### config.mk
export PLATFORM = sky130hd
export DESIGN_NAME = uart_channel
export DESIGN_NICKNAME = d
export VERILOG_FILES = /design/src/uart_pkg.sv /design/src/rx_char_if.sv /design/src/uart_channel.sv /design/src/uart_rx_frame.sv
export SDC_FILE = /design/constraint.sdc
export NUM_CORES = 2
export LEC_CHECK = 0
export ABC_AREA = 1
export BUFFER_PORTS_ARGS = -buffer_cell sky130_fd_sc_hd__buf_2
export CAP_MARGIN = 20
export CORE_AREA = 4 4 542 544
export DETAILED_ROUTE_END_ITERATION = 8
export DIE_AREA = 0 0 546 548
export PLACE_DENSITY = 0.53
export SLEW_MARGIN = 20
export SYNTH_ARGS = -nofsm -noshare
export SYNTH_HDL_FRONTEND = slang
export SYNTH_SLANG_ARGS = --single-unit
### constraint.sdc
create_clock -name clk_i -period 3.9 [get_ports clk_i]
set_clock_uncertainty 0.05 [all_clocks]
set_input_delay 0.585 -clock clk_i [delete_from_list [all_inputs] [get_ports clk_i]]
set_output_delay 0.585 -clock clk_i [all_outputs]
set_load 0.01 [all_outputs]
### src/uart_pkg.sv
// Constants, offsets and types shared by the UART channel modules
package uart_pkg;
  localparam int unsigned CLK_HZ   = 250_000_000;
  localparam int unsigned BAUD_BPS = 115_200;
  // Cycles per 16x sample clock
  localparam int unsigned DIV16_I  = CLK_HZ / (BAUD_BPS * 16);
  localparam logic [7:0]  DIV16    = 8'(DIV16_I - 1);
  localparam logic [7:0]  HALF16   = 8'(DIV16_I / 2);
  localparam logic [3:0]  START_TICKS = 4'h7;
  localparam logic [7:0]  FIFO_DEPTH  = 8'h80;
  localparam logic [7:0]  HOLD_DEPTH  = 8'h01;
  // Word indices on the Wishbone bus, byte address is four times these
  localparam logic [3:0] ADR_HOLD  = 4'h0;
  localparam logic [3:0] ADR_IER   = 4'h1;
  localparam logic [3:0] ADR_ISR   = 4'h2;
  localparam logic [3:0] ADR_LSR   = 4'h3;
  localparam logic [3:0] ADR_FCR   = 4'h4;
  localparam logic [3:0] ADR_EFR   = 4'h5;
  localparam logic [3:0] ADR_MSR   = 4'h6;
  localparam logic [3:0] ADR_MCR   = 4'h7;
  localparam logic [3:0] ADR_XOFF  = 4'h8;
  // Field positions
  localparam int IER_CTS = 7;
  localparam int IER_RTS = 6;
  localparam int IER_XOFF = 5;
  localparam int IER_SLEEP = 4;
  localparam int IER_MODEM = 3;
  localparam int IER_LINE = 2;
  localparam int IER_TX = 1;
  localparam int IER_RX = 0;
  localparam int EFR_ENH = 4;
  localparam int FCR_EN = 0;
  localparam int MCR_RTS = 1;
  // Reset values
  localparam logic [7:0] IER_RST  = 8'h00;
  localparam logic [7:0] FCR_RST  = 8'h00;
  localparam logic [7:0] EFR_RST  = 8'h00;
  localparam logic [7:0] MCR_RST  = 8'h00;
  localparam logic [7:0] XOFF_RST = 8'h13;
  // Interrupt status codes, highest priority first
  localparam logic [7:0] ISR_LINE  = 8'h06;
  localparam logic [7:0] ISR_RX    = 8'h04;
  localparam logic [7:0] ISR_TX    = 8'h02;
  localparam logic [7:0] ISR_MODEM = 8'h00;
  localparam logic [7:0] ISR_XOFF  = 8'h10;
  localparam logic [7:0] ISR_PIN   = 8'h20;
  localparam logic [7:0] ISR_NONE  = 8'h01;
  typedef enum logic [1:0] {
    RX_IDLE  = 2'b00,
    RX_START = 2'b01,
    RX_DATA  = 2'b10,
    RX_STOP  = 2'b11
  } rx_state_t;
  function automatic logic [7:0] rx_trigger(input logic [1:0] sel);
    unique case (sel)
      2'b00: rx_trigger = 8'h08;
      2'b01: rx_trigger = 8'h10;
      2'b10: rx_trigger = 8'h18;
      2'b11: rx_trigger = 8'h1c;
    endcase
  endfunction
endpackage

### src/rx_char_if.sv
// Received character handoff between receiver and holding path
`timescale 1ns/1ps
`default_nettype none
interface rx_char_if;
  logic       valid;
  logic [7:0] data;
  logic       frame_err;
  logic       brk;
  modport sender (output valid, output data, output frame_err, output brk);
  modport sink   (input valid, input data, input frame_err, input brk);
endinterface
`default_nettype wire

### src/uart_channel.sv
// One UART channel: holding path, FIFOs, status and interrupt enable
`timescale 1ns/1ps
`default_nettype none
// Function
// RULE_01: Holding write pushes data byte into transmit FIFO
// RULE_02: Holding-empty flag set when transmit FIFO empties
// RULE_03: Holding read returns and removes oldest character
// RULE_04: Falling line edge starts 16x receive counter
// RULE_05: Sample at 7.5 ticks, discard if high
// RULE_06: Enable bit 7 unmasks CTS rising interrupt
// RULE_07: Enable bit 6 unmasks RTS rising interrupt
// RULE_08: Enable bit 5 unmasks received Xoff interrupt
// RULE_09: Enable bit 4 permits sleep mode
// RULE_10: Enable bit 3 unmasks modem change interrupt
// RULE_11: Enable bit 2 unmasks receive error interrupt
// RULE_12: Enable bit 1 unmasks transmit empty interrupt
// RULE_13: Enable bit 0 unmasks receive ready interrupt
// RULE_14: Receive status shown at trigger, cleared below
// RULE_15: Data ready set on push, cleared empty
// RULE_16: Transmit-empty cleared by status read or write
// RULE_17: FIFO mode, low enables clear: no interrupts
// RULE_18: Status bit 6 when FIFO and shifter empty
// RULE_19: Status bit 7 when any stored char errored
// RULE_20: Unmasked interrupts drive channel interrupt pin
// RULE_21: Enable bits 7:4 writable only with enhanced bit
// RULE_22: Enables reset to zero, per-channel state
module uart_channel
  import uart_pkg::*;
(
  // Clock and reset
  input  wire logic        clk_i,
  input  wire logic        rst_i,
  // Wishbone slave
  input  wire logic        wb_cyc_i,
  input  wire logic        wb_stb_i,
  input  wire logic        wb_we_i,
  input  wire logic [5:0]  wb_adr_i,
  input  wire logic [3:0]  wb_sel_i,
  input  wire logic [31:0] wb_dat_i,
  output logic      [31:0] wb_dat_o,
  output logic             wb_ack_o,
  // Serial and modem pins
  input  wire logic        rx_pin_i,
  output logic             tx_pin_o,
  input  wire logic        clear_to_send_pin_i,
  input  wire logic        dsr_pin_i,
  input  wire logic        ri_pin_i,
  input  wire logic        dcd_pin_i,
  output logic             request_to_send_pin_o,
  // Channel outputs
  output logic             irq_out_o,
  output logic             sleep_o
);
  rx_char_if rxc ();
  uart_rx_frame u_rx (
    .clk_i    (clk_i),
    .rst_i    (rst_i),
    .rx_pin_i (rx_pin_i),
    .rxo      (rxc.sender)
  );

  logic [7:0]  ier_q, fcr_q, efr_q, mcr_q, xoff_q;
  logic [7:0]  tx_mem [FIFO_DEPTH];
  logic [10:0] rx_mem [FIFO_DEPTH];
  logic [6:0]  tx_wr_q, tx_rd_q, rx_wr_q, rx_rd_q;
  logic [7:0]  tx_cnt_q, rx_cnt_q, err_cnt_q, cap, div_q;
  logic        tick16_q, tx_busy_q, tx_empty_prev_q, overrun_q;
  logic [3:0]  tx_tick_q, tx_bits_q, msy1_q, msy2_q, mprev_q, mdelta_q;
  logic [9:0]  tx_shift_q;
  logic        thre_pend_q, xoff_pend_q, cts_pend_q, rts_pend_q, rts_prev_q;
  logic        req, fire, wr, rd, wr_b0;
  logic        tx_push, tx_pop, rx_push, rx_pop, fifo_en, polled;
  logic        line_irq, rx_irq, tx_irq, modem_irq, xoff_irq, pin_irq;
  logic [7:0]  line_status, modem_status, irq_status;
  logic [10:0] rx_head;

  // Bus handshake: one wait state, side effects on the ack edge
  assign req   = wb_cyc_i & wb_stb_i;
  assign fire  = req & wb_ack_o;
  assign wr    = fire & wb_we_i;
  assign rd    = fire & ~wb_we_i;
  assign wr_b0 = wr & wb_sel_i[0];
  assign fifo_en = fcr_q[FCR_EN];
  assign cap     = fifo_en ? FIFO_DEPTH : HOLD_DEPTH;

  function automatic logic at(input logic [3:0] idx);
    at = wb_adr_i[5:2] == idx;
  endfunction

  assign tx_push = wr_b0 && at(ADR_HOLD) && tx_cnt_q < cap; // RULE_01
  assign tx_pop  = tick16_q && !tx_busy_q && tx_cnt_q != 8'h00;
  assign rx_push = rxc.valid && rx_cnt_q < cap;
  assign rx_pop  = rd && at(ADR_HOLD) && rx_cnt_q != 8'h00; // RULE_03
  assign rx_head = rx_mem[rx_rd_q];

  always_ff @(posedge clk_i) begin
    if (rst_i) wb_ack_o <= 1'b0;
    else       wb_ack_o <= req & ~wb_ack_o;
  end

  always_ff @(posedge clk_i) begin
    if (rst_i)
      wb_dat_o <= 32'h0000_0000;
    else if (req & ~wb_ack_o & ~wb_we_i) begin
      unique case (wb_adr_i[5:2])
        ADR_HOLD: wb_dat_o <= {24'h000000, rx_head[7:0]};
        ADR_IER:  wb_dat_o <= {24'h000000, ier_q};
        ADR_ISR:  wb_dat_o <= {24'h000000, irq_status};
        ADR_LSR:  wb_dat_o <= {24'h000000, line_status};
        ADR_FCR:  wb_dat_o <= {24'h000000, fcr_q};
        ADR_EFR:  wb_dat_o <= {24'h000000, efr_q};
        ADR_MSR:  wb_dat_o <= {24'h000000, modem_status};
        ADR_MCR:  wb_dat_o <= {24'h000000, mcr_q};
        ADR_XOFF: wb_dat_o <= {24'h000000, xoff_q};
        default:  wb_dat_o <= 32'h0000_0000;
      endcase
    end
  end

  // Control registers
  always_ff @(posedge clk_i) begin
    if (rst_i) begin
      ier_q  <= IER_RST; // RULE_22
      fcr_q  <= FCR_RST;
      efr_q  <= EFR_RST;
      mcr_q  <= MCR_RST;
      xoff_q <= XOFF_RST;
    end else if (wr_b0) begin
      if (at(ADR_IER)) begin
        ier_q[3:0] <= wb_dat_i[3:0];
        if (efr_q[EFR_ENH]) ier_q[7:4] <= wb_dat_i[7:4]; // RULE_21
      end
      if (at(ADR_FCR))  fcr_q  <= wb_dat_i[7:0];
      if (at(ADR_EFR))  efr_q  <= wb_dat_i[7:0];
      if (at(ADR_MCR))  mcr_q  <= wb_dat_i[7:0];
      if (at(ADR_XOFF)) xoff_q <= wb_dat_i[7:0];
    end
  end

  // Baud tick divider shared by the transmitter
  always_ff @(posedge clk_i) begin
    if (rst_i) begin
      div_q    <= 8'h00;
      tick16_q <= 1'b0;
    end else begin
      div_q    <= (div_q == DIV16) ? 8'h00 : div_q + 8'h01;
      tick16_q <= div_q == DIV16;
    end
  end

  // Transmit FIFO; a write to a full FIFO is dropped
  always_ff @(posedge clk_i) begin
    if (tx_push) tx_mem[tx_wr_q] <= wb_dat_i[7:0]; // RULE_01
  end

  always_ff @(posedge clk_i) begin
    if (rst_i) begin
      tx_wr_q  <= 7'h00;
      tx_rd_q  <= 7'h00;
      tx_cnt_q <= 8'h00;
    end else begin
      if (tx_push) tx_wr_q <= tx_wr_q + 7'h01;
      if (tx_pop)  tx_rd_q <= tx_rd_q + 7'h01;
      tx_cnt_q <= tx_cnt_q + {7'h00, tx_push} - {7'h00, tx_pop};
    end
  end

  // Transmit shifter: start, eight data bits, stop
  always_ff @(posedge clk_i) begin
    if (rst_i) begin
      tx_busy_q  <= 1'b0;
      tx_tick_q  <= 4'h0;
      tx_bits_q  <= 4'h0;
      tx_shift_q <= 10'h3ff;
      tx_pin_o   <= 1'b1;
    end else begin
      if (tx_pop) begin
        tx_shift_q <= {1'b1, tx_mem[tx_rd_q], 1'b0};
        tx_busy_q  <= 1'b1;
        tx_tick_q  <= 4'h0;
        tx_bits_q  <= 4'h0;
      end else if (tick16_q && tx_busy_q) begin
        tx_tick_q <= tx_tick_q + 4'h1;
        if (tx_tick_q == 4'hf) begin
          tx_shift_q <= {1'b1, tx_shift_q[9:1]};
          tx_bits_q  <= tx_bits_q + 4'h1;
          if (tx_bits_q == 4'h9) tx_busy_q <= 1'b0;
        end
      end
      tx_pin_o <= tx_busy_q ? tx_shift_q[0] : 1'b1;
    end
  end

  // Receive FIFO holds data plus break and framing flags; the parity flag is stored as zero
  always_ff @(posedge clk_i) begin
    if (rx_push) rx_mem[rx_wr_q] <= {rxc.brk, rxc.frame_err, 1'b0, rxc.data};
  end

  always_ff @(posedge clk_i) begin
    if (rst_i) begin
      rx_wr_q   <= 7'h00;
      rx_rd_q   <= 7'h00;
      rx_cnt_q  <= 8'h00;
      err_cnt_q <= 8'h00;
    end else begin
      if (rx_push) rx_wr_q <= rx_wr_q + 7'h01;
      if (rx_pop)  rx_rd_q <= rx_rd_q + 7'h01; // RULE_03
      rx_cnt_q  <= rx_cnt_q + {7'h00, rx_push} - {7'h00, rx_pop};
      // Counts stored characters with errors, for status bit 7
      err_cnt_q <= err_cnt_q + {7'h00, rx_push & (rxc.brk | rxc.frame_err)}
                 - {7'h00, rx_pop & |rx_head[10:8]}; // RULE_19
    end
  end

  // Overrun is sticky; a new overrun beats the clearing read
  always_ff @(posedge clk_i) begin
    if (rst_i) overrun_q <= 1'b0;
    else if (rxc.valid && !rx_push) overrun_q <= 1'b1;
    else if (rd && at(ADR_LSR)) overrun_q <= 1'b0;
  end

  assign line_status[0] = rx_cnt_q != 8'h00; // RULE_15
  assign line_status[1] = overrun_q;
  assign line_status[4:2] = line_status[0] ? rx_head[10:8] : 3'h0;
  assign line_status[5] = tx_cnt_q == 8'h00; // RULE_02
  assign line_status[6] = line_status[5] && !tx_busy_q; // RULE_18
  assign line_status[7] = err_cnt_q != 8'h00; // RULE_19

  // Modem pins cross from outside, two flops each
  always_ff @(posedge clk_i) begin
    if (rst_i) begin
      msy1_q  <= 4'h0;
      msy2_q  <= 4'h0;
      mprev_q <= 4'h0;
    end else begin
      msy1_q  <= {dcd_pin_i, ri_pin_i, dsr_pin_i, clear_to_send_pin_i};
      msy2_q  <= msy1_q;
      mprev_q <= msy2_q;
    end
  end

  // Change bits: cts, dsr, ri trailing edge, dcd; set beats read clear
  always_ff @(posedge clk_i) begin
    if (rst_i) mdelta_q <= 4'h0;
    else mdelta_q <= (rd && at(ADR_MSR) ? 4'h0 : mdelta_q)
                   | {msy2_q[3] ^ mprev_q[3], ~msy2_q[2] & mprev_q[2],
                      msy2_q[1] ^ mprev_q[1], msy2_q[0] ^ mprev_q[0]};
  end
  assign modem_status = {msy2_q, mdelta_q};

  // Pending events cleared by a status read; a new event wins
  always_ff @(posedge clk_i) begin
    if (rst_i) begin
      thre_pend_q     <= 1'b0;
      xoff_pend_q     <= 1'b0;
      cts_pend_q      <= 1'b0;
      rts_pend_q      <= 1'b0;
      rts_prev_q      <= 1'b0;
      tx_empty_prev_q <= 1'b0;
    end else begin
      tx_empty_prev_q <= line_status[5];
      rts_prev_q      <= mcr_q[MCR_RTS];
      if (line_status[5] && !tx_empty_prev_q) thre_pend_q <= 1'b1;
      else if ((rd && at(ADR_ISR)) || (wr_b0 && at(ADR_HOLD))) thre_pend_q <= 1'b0; // RULE_16
      if (rx_push && rxc.data == xoff_q) xoff_pend_q <= 1'b1;
      else if (rd && at(ADR_ISR)) xoff_pend_q <= 1'b0;
      if (msy2_q[0] && !mprev_q[0]) cts_pend_q <= 1'b1;
      else if (rd && at(ADR_ISR)) cts_pend_q <= 1'b0;
      if (mcr_q[MCR_RTS] && !rts_prev_q) rts_pend_q <= 1'b1;
      else if (rd && at(ADR_ISR)) rts_pend_q <= 1'b0;
    end
  end

  // Interrupt sources behind their enables
  assign line_irq  = ier_q[IER_LINE] && |line_status[4:1]; // RULE_11
  assign rx_irq    = ier_q[IER_RX] && (fifo_en ? rx_cnt_q >= rx_trigger(fcr_q[7:6])
                                               : line_status[0]); // RULE_13
  assign tx_irq    = ier_q[IER_TX] && thre_pend_q; // RULE_12
  assign modem_irq = ier_q[IER_MODEM] && |mdelta_q; // RULE_10
  assign xoff_irq  = ier_q[IER_XOFF] && xoff_pend_q; // RULE_08
  assign pin_irq   = (ier_q[IER_CTS] && cts_pend_q) // RULE_06
                  || (ier_q[IER_RTS] && rts_pend_q); // RULE_07
  assign polled    = fifo_en && ier_q[3:0] == 4'h0;

  always_comb begin
    irq_status = ISR_NONE;
    if (line_irq)       irq_status = ISR_LINE;
    else if (rx_irq)    irq_status = ISR_RX; // RULE_14
    else if (tx_irq)    irq_status = ISR_TX;
    else if (modem_irq) irq_status = ISR_MODEM;
    else if (xoff_irq)  irq_status = ISR_XOFF;
    else if (pin_irq)   irq_status = ISR_PIN;
  end

  always_ff @(posedge clk_i) begin
    if (rst_i) begin
      irq_out_o             <= 1'b0;
      sleep_o               <= 1'b0;
      request_to_send_pin_o <= 1'b0;
    end else begin
      irq_out_o <= !polled && irq_status != ISR_NONE; // RULE_20 RULE_17
      // Sleep only with nothing pending or in flight
      sleep_o <= ier_q[IER_SLEEP] && !line_status[0] && line_status[6] && irq_status == ISR_NONE; // RULE_09
      request_to_send_pin_o <= mcr_q[MCR_RTS];
    end
  end
endmodule
`default_nettype wire

### src/uart_rx_frame.sv
// Serial receiver with start bit validation at the 16x sample rate
`timescale 1ns/1ps
`default_nettype none
module uart_rx_frame
  import uart_pkg::*;
(
  // Clock and reset
  input  wire logic   clk_i,
  input  wire logic   rst_i,
  // Serial line
  input  wire logic   rx_pin_i,
  // Characters out
  rx_char_if.sender   rxo
);
  logic       sync1_q, sync2_q, prev_q;
  rx_state_t  state_q;
  logic [7:0] phase_q;
  logic [3:0] ticks_q;
  logic [2:0] bit_q;
  logic [7:0] shift_q;
  logic       fall, samp, start_pt;

  always_ff @(posedge clk_i) begin
    if (rst_i) begin
      sync1_q <= 1'b1;
      sync2_q <= 1'b1;
      prev_q  <= 1'b1;
    end else begin
      sync1_q <= rx_pin_i;
      sync2_q <= sync1_q;
      prev_q  <= sync2_q;
    end
  end

  assign fall     = prev_q & ~sync2_q;
  assign start_pt = (state_q == RX_START) && ticks_q == START_TICKS && phase_q == HALF16;
  assign samp     = ticks_q == 4'h0 && phase_q == HALF16;

  // Local 16x counter, restarted by each candidate start edge
  always_ff @(posedge clk_i) begin
    if (rst_i || state_q == RX_IDLE) begin
      phase_q <= 8'h00;
      ticks_q <= 4'h0;
    end else begin
      phase_q <= (phase_q == DIV16) ? 8'h00 : phase_q + 8'h01;
      if (start_pt)
        ticks_q <= 4'h0;
      else if (phase_q == DIV16)
        ticks_q <= ticks_q + 4'h1;
    end
  end

  always_ff @(posedge clk_i) begin
    rxo.valid <= 1'b0;
    if (rst_i) begin
      state_q       <= RX_IDLE;
      bit_q         <= 3'h0;
      shift_q       <= 8'h00;
      rxo.data      <= 8'h00;
      rxo.frame_err <= 1'b0;
      rxo.brk       <= 1'b0;
    end else begin
      unique case (state_q)
        RX_IDLE: if (fall) state_q <= RX_START; // RULE_04
        RX_START: if (start_pt) begin
          // Still low at mid bit: genuine start, else a glitch
          state_q <= sync2_q ? RX_IDLE : RX_DATA; // RULE_05
          bit_q   <= 3'h0;
        end
        RX_DATA: if (samp) begin
          shift_q <= {sync2_q, shift_q[7:1]};
          bit_q   <= bit_q + 3'h1;
          if (bit_q == 3'h7) state_q <= RX_STOP;
        end
        RX_STOP: if (samp) begin
          rxo.valid     <= 1'b1;
          rxo.data      <= shift_q;
          rxo.frame_err <= ~sync2_q;
          rxo.brk       <= ~sync2_q && shift_q == 8'h00;
          state_q       <= RX_IDLE;
        end
      endcase
    end
  end
endmodule
`default_nettype wire
# == Yosys cells after proc, flatten, opt, wreduce, memory -nomap -nowiden ==
# Memories as Yosys holds them, arrays and structs flattened. A register that Yosys moved wholly into a read port is not among the register bits.
# Index checks and enable logic that the tools add are counted.
# op_classes
n_addsub,16
order_cmp,3
n_eq_ne,29
muxes,46
bitwise,22
reduce_logical,84
# ops
cell,n
$pmux 8 s9,1
$mux 6,6
$logic_and 1x1->1,33
$pmux 8 s4,1
$add 7x1->7 const B,4
$mux 7,4
$mux 9,3
$add 8x1->8,3
$reduce_bool 8->1,3
$sub 8x1->8,3
$eq 4x3->1 const B,5
$mux 1,18
$reduce_and 2->1,9
$reduce_bool 2->1,9
$add 8x1->8 const B,2
$eq 8x8->1 const B,2
$logic_not 8->1,2
$lt 8x8->1,2
$add 4x1->4 const B,3
$eq 4x4->1 const B,3
$logic_not 4->1,3
$mux 2,6
$reduce_or 2->1,6
$and 1x1->1,11
other kinds (28),58
# totals
register_bits,217
ram_bits,2304
elab_cells,249
memories,2
# memory_table
memory,words,word_bits,read_ports,rd_ports_with_merged_regs,wr,line,text
rx_mem,128,10,1,1,1,uart_channel.sv:64,logic [10:0] rx_mem [FIFO_DEPTH];
tx_mem,128,8,1,1,1,uart_channel.sv:63,logic [7:0] tx_mem [FIFO_DEPTH];

# == Depth between registers and ports, before layout ==
# logic_depth
word_depth,10
ltp_mapped,29
depth_no_buf,27

# == Modules after synthesis ==
# From an unflattened synthesis, not the netlist that was laid out.
# unflattened
hier_cells,8346
area_unflattened_um2,101245.9
# modules_own_cells
module,instances,cells_per_inst,area_per_inst_um2,seq_area_each_um2
uart_channel,1,8126,99502.9,72549.6
uart_rx_frame,1,220,1742.9,780.7

# == Worst setup path before layout ==
# No wires, ideal clock.
# synth_timing
kind,reg2reg
start,register u_rx.rxo.frame_err
end,register err_cnt_q[6]
t_arrival_ns,4.008
slack_ns,-0.228
stages_incl_launch_ff,14
n_path_buf,0
synth_period_minus_slack_ns,4.128
cell_sequence,dfxtp_1 o21ai_0 ha_1 inv_1 ha_1 inv_1 fa_1 o31ai_1 inv_1 nor2_1 nor2_1 o21ai_0 o21ai_0 a21oi_1
# synth_between
elab_chain_len,4
# synth_rtl
element,line,text
"start, declared",rx_char_if.sv:9,"modport sender (output valid, output data, output frame_err, output brk);"
"start signal, assigned",uart_rx_frame.sv:78,rxo.frame_err <= ~sync2_q;
$or 1x1->1,uart_channel.sv:210,"err_cnt_q <= err_cnt_q + {7'h00, rx_push & (rxc.brk | rxc.frame_err)}"
$and 1x1->1,uart_channel.sv:210,
$add 8x1->8,uart_channel.sv:210,
$sub 8x1->8,uart_channel.sv:211,"- {7'h00, rx_pop & |rx_head[10:8]};"
"end signal, assigned",uart_channel.sv:210,
"end, declared",uart_channel.sv:66,"logic [7:0] tx_cnt_q, rx_cnt_q, err_cnt_q, cap, div_q;"
# No other way between the ends.
# A chain may end at the register's enable or synchronous reset.

==> flow_summary.json <==
{
  "rsz0062_at_grt": "true",
  "final_hold_viol_count": 0,
  "yosys-top-cells-area": "edfxtp_1, o21ai_0, nor2_1",
  "start_util": 0.348,
  "yosys_warnings": 0,
  "place_hpwl_um": 178000,
  "drc_errors": 0,
  "clk_pin_slew_ns": 0.06,
  "worst_slew_pin_slew_ns": 1.11,
  "core_mm2": 0.290,
  "num_rows": 198,
  "muxShareOfSynthArea": 0,
  "area_delta_synth_final_pct": 17.8,
  "mappedNetlistArea_mm2": 0.101,
  "io_pins": 89,
  "clockBufferDepth": 4,
  "ys.flop_type": "edfxtp_1",
  "maxCapViolations": 0,
  "place_ws_ns": -0.479,
  "io_buffers": 35,
  "num_vias": 68100,
  "routedWlPerCell_um": 22.8,
  "worst_path_max_delay_cell": "dfxtp_4",
  "drive_gt1_frac": 0.135,
  "grt_max_degree": 129,
  "critical_path_required_ns": 4.62,
  "yosysSeqAreaShare": 0.727,
  "synth_compound_area_frac": 0.113,
  "crit_type": "reg2reg",
  "max_freq_mhz": 263,
  "ant_nets": 0,
  "via_per_inst": 5.33,
  "drt_pass1_iterations": 5,
  "hold_path.class": "in2reg",
  "die-area_mm2": 0.299,
  "crit_top_cell": "nor2_1",
  "grt_usage": 0.185,
  "r2r_cells": 31,
  "synth.distinct_cells": 57,
  "fin_crit_sh": 0.974,
  "clock_latency_ns": 0.85,
  "synth_edf_count": 2304,
  "synthSimpleGateAreaFrac": 0.117,
  "min_period_ns": 3.80,
  "ys_async_sr_fraction": 0,
  "cts_tree": "yes",
  "powerDensity_mw_per_mm2": 463,
  "end_kind": "flop",
  "crit_path_max_fanout": 6,
  "syn_avg_cell_area_um2": 12.1,
  "die-width_um": 546,
  "cpPeakStageDelay_ns": 0.38,
  "synth-xor-area-share": 0.00122,
  "crit_path_start_kind": "flop",
  "grt_pass1_wl_um": 428000,
  "cts-root-buf": "clkbuf_16",
  "grt_pass1_vias": 65700,
  "synth_fa_ha_area_frac": 0.00816,
  "crit_arrival_ns": 4.52,
  "final_max_slew_viol_count": 0,
  "final_util": 0.410,
  "htreeDepth": 5,
  "whs_path_depth": 4,
  "setup_viol": 0,
  "place_congestion": 0.874,
  "cts_sinks": 2511,
  "yosysTopAreaCellShare": 0.686,
  "synth_top_family_by_area": "simple AND/OR/NAND/NOR gates",
  "vdd_drop_max_uv": 365,
  "cts_buffers": 275,
  "antenna_found_initial": 1,
  "p_leak_nw": 38.4,
  "yosysTopAreaCell": "edfxtp_1",
  "drt_iter0_drc": 6685,
  "nets": 8884,
  "max_slew_margin": 0.240,
  "status": "complete, no violations",
  "chipHeight_um": 548,
  "ys_ff_latch": 2511,
  "synthCells": 8331,
  "setup_ws_ns": 0.100,
  "grt_overflow": 0,
  "wl_um": 291000
}
path summary, 6_finish.rpt:
| kind | start | end | slack [ns] |
|---|---|---|---|
| min | wb_we_i | wb_dat_o[7]$_SDFFE_PP0P_ | 0.08 |
| max | flop | err_cnt_q[7]$_SDFF_PP0_ | 0.10 |
| min reg2reg | msy1_q[2]$_SDFF_PP0_ | msy2_q[2]$_SDFF_PP0_ | 0.34 |
| max reg2reg | flop | err_cnt_q[7]$_SDFF_PP0_ | 0.10 |
Yosys cell counts, drive strengths merged, types with 2 or more instances:
cell and instances:
o21ai 1273, nand2 690, a31oi 2, fa 3, nand4 30, clkinv 6
o31ai 2, edfxtp 2304, a221oi 2, o21a 3, inv 209, a211oi 6
xnor2 4, nor3 30, o221ai 53, o32ai 2, or2 22, xor2 10
nor3b 6, a2111oi 5, a21oi 130, ha 61, nor4 9, clkbuf 351
dfxtp 207, o2111ai 4, o22ai 528, buf 216, o211ai 38, nand3 512
nor2 1600
worst max-delay path, delay by kind of cell (launching register included):
family                     cells  cell delay, ns
buffers and inverters          7            0.78
adders and majority gates      2            0.42
and+or+nand+nor               17            1.49
DFF                            1            0.38
AOI/OAI and AO/OA              5            0.60
repair_timing:
action                                  CTS  global route
endpoints found under the hold margin     6             0
pin swaps                                 4            51
gates cloned                              4            18
resized for setup                        26           112
buffers inserted                         12            25
endpoints found under the setup margin    3             8
hold buffers                              7             0
logic make-up (layout without fill, tap and decap cells):
group,after synthesis,after routing
and+or+nand+nor,2902,2902
xor gates and xnor gates,14,14
AOI/OAI and AO/OA,2057,2057
other,1,26
DFF,2511,2511
adders and majority gates,64,64
buffers and inverters,782,1399
final cells by class:
class	instances	area (um^2)
clock inverters	132	1120
multi-input cells	5061	24600
well taps	3800	4750
fillers	26900	171000
inverters	215	880
repair inverters	5	77.6
flip-flops and latches	2511	73400
clock buffers	348	7480
diodes	2	5.00
repair buffers	699	6470
metrics by stage:
step / cell area [um^2] / hold WS [ns] / power [W] / std cells / TNS, ns
floorplan: 101000 / 0.338 / 0.0300 / 8354 / 0
global placement: 109000 / 0.355 / 0.0304 / 12200 / -1.05
detailed placement: 109000 / 0.347 / 0.0304 / 12200 / -0.984
CTS: 118000 / 0.0210 / 0.0555 / 12700 / 0
global route: 119000 / 0.0743 / 0.0567 / 12800 / -0.264
finish: 119000 / 0.0769 / 0.0550 / 12800 / 0
state kept, by name (all words and copies together), names as in the netlist, 7 cells and up, named ones only:
| register | count |
|---|---|
| rx_mem | 1280 |
| tx_mem | 1024 |
| tx_shift_q | 9 |
| div_q | 8 |
| efr_q | 8 |
| err_cnt_q | 8 |
| fcr_q | 8 |
| ier_q | 8 |
| mcr_q | 8 |
| rx_cnt_q | 8 |
| tx_cnt_q | 8 |
| u_rx.phase_q | 8 |
| u_rx.rxo.data | 8 |
| u_rx.shift_q | 8 |
| wb_dat_o | 8 |
| xoff_q | 8 |
| rx_rd_q | 7 |
| rx_wr_q | 7 |
| tx_rd_q | 7 |
| tx_wr_q | 7 |
where the power goes:
part | leakage (nW) | internal [W] | switching, W
Clock | 4.19 | 0.0145 | 0.0106
Combinational | 13.6 | 0.000180 | 0.000503
Sequential | 20.7 | 0.0292 | 0.0000320
cell usage in the layout, fill, tap and decap left out, types with 6 or more instances in the layout:
cell type,n
buf_6,8
clkbuf_16,299
xor2_1,10
nand3_2,39
buf_12,62
clkinv_1,55
o21ai_0,1232
clkinvlp_4,10
nand3_1,467
clkinv_8,7
clkinv_2,41
buf_2,26
buf_16,8
buf_4,568
nand2_1,664
nor4_1,8
nand4_1,30
o21ai_1,41
inv_6,9
o211ai_1,38
or2_2,19
clkbuf_8,11
nand3_4,6
dfxtp_4,17
o221ai_1,53
a21oi_1,127
nor3b_1,6
ha_1,59
inv_1,203
nor2_1,1595
clkbuf_1,52
o22ai_1,528
edfxtp_1,2304
conb_1,24
nand2_2,22
dlygate4sd3_1,7
dfxtp_1,188
bufinv_16,14
nor3_1,27
per-layer routing:
layer,track usage,share of wire,vias to the layer above
li1,-,-,31200
met1,0.252,0.43,34100
met2,0.308,0.48,2232
met3,0.0250,0.060,509
met4,0.0579,0.033,0
met5,0,0,-
Power figures use the tool's default switching activity.
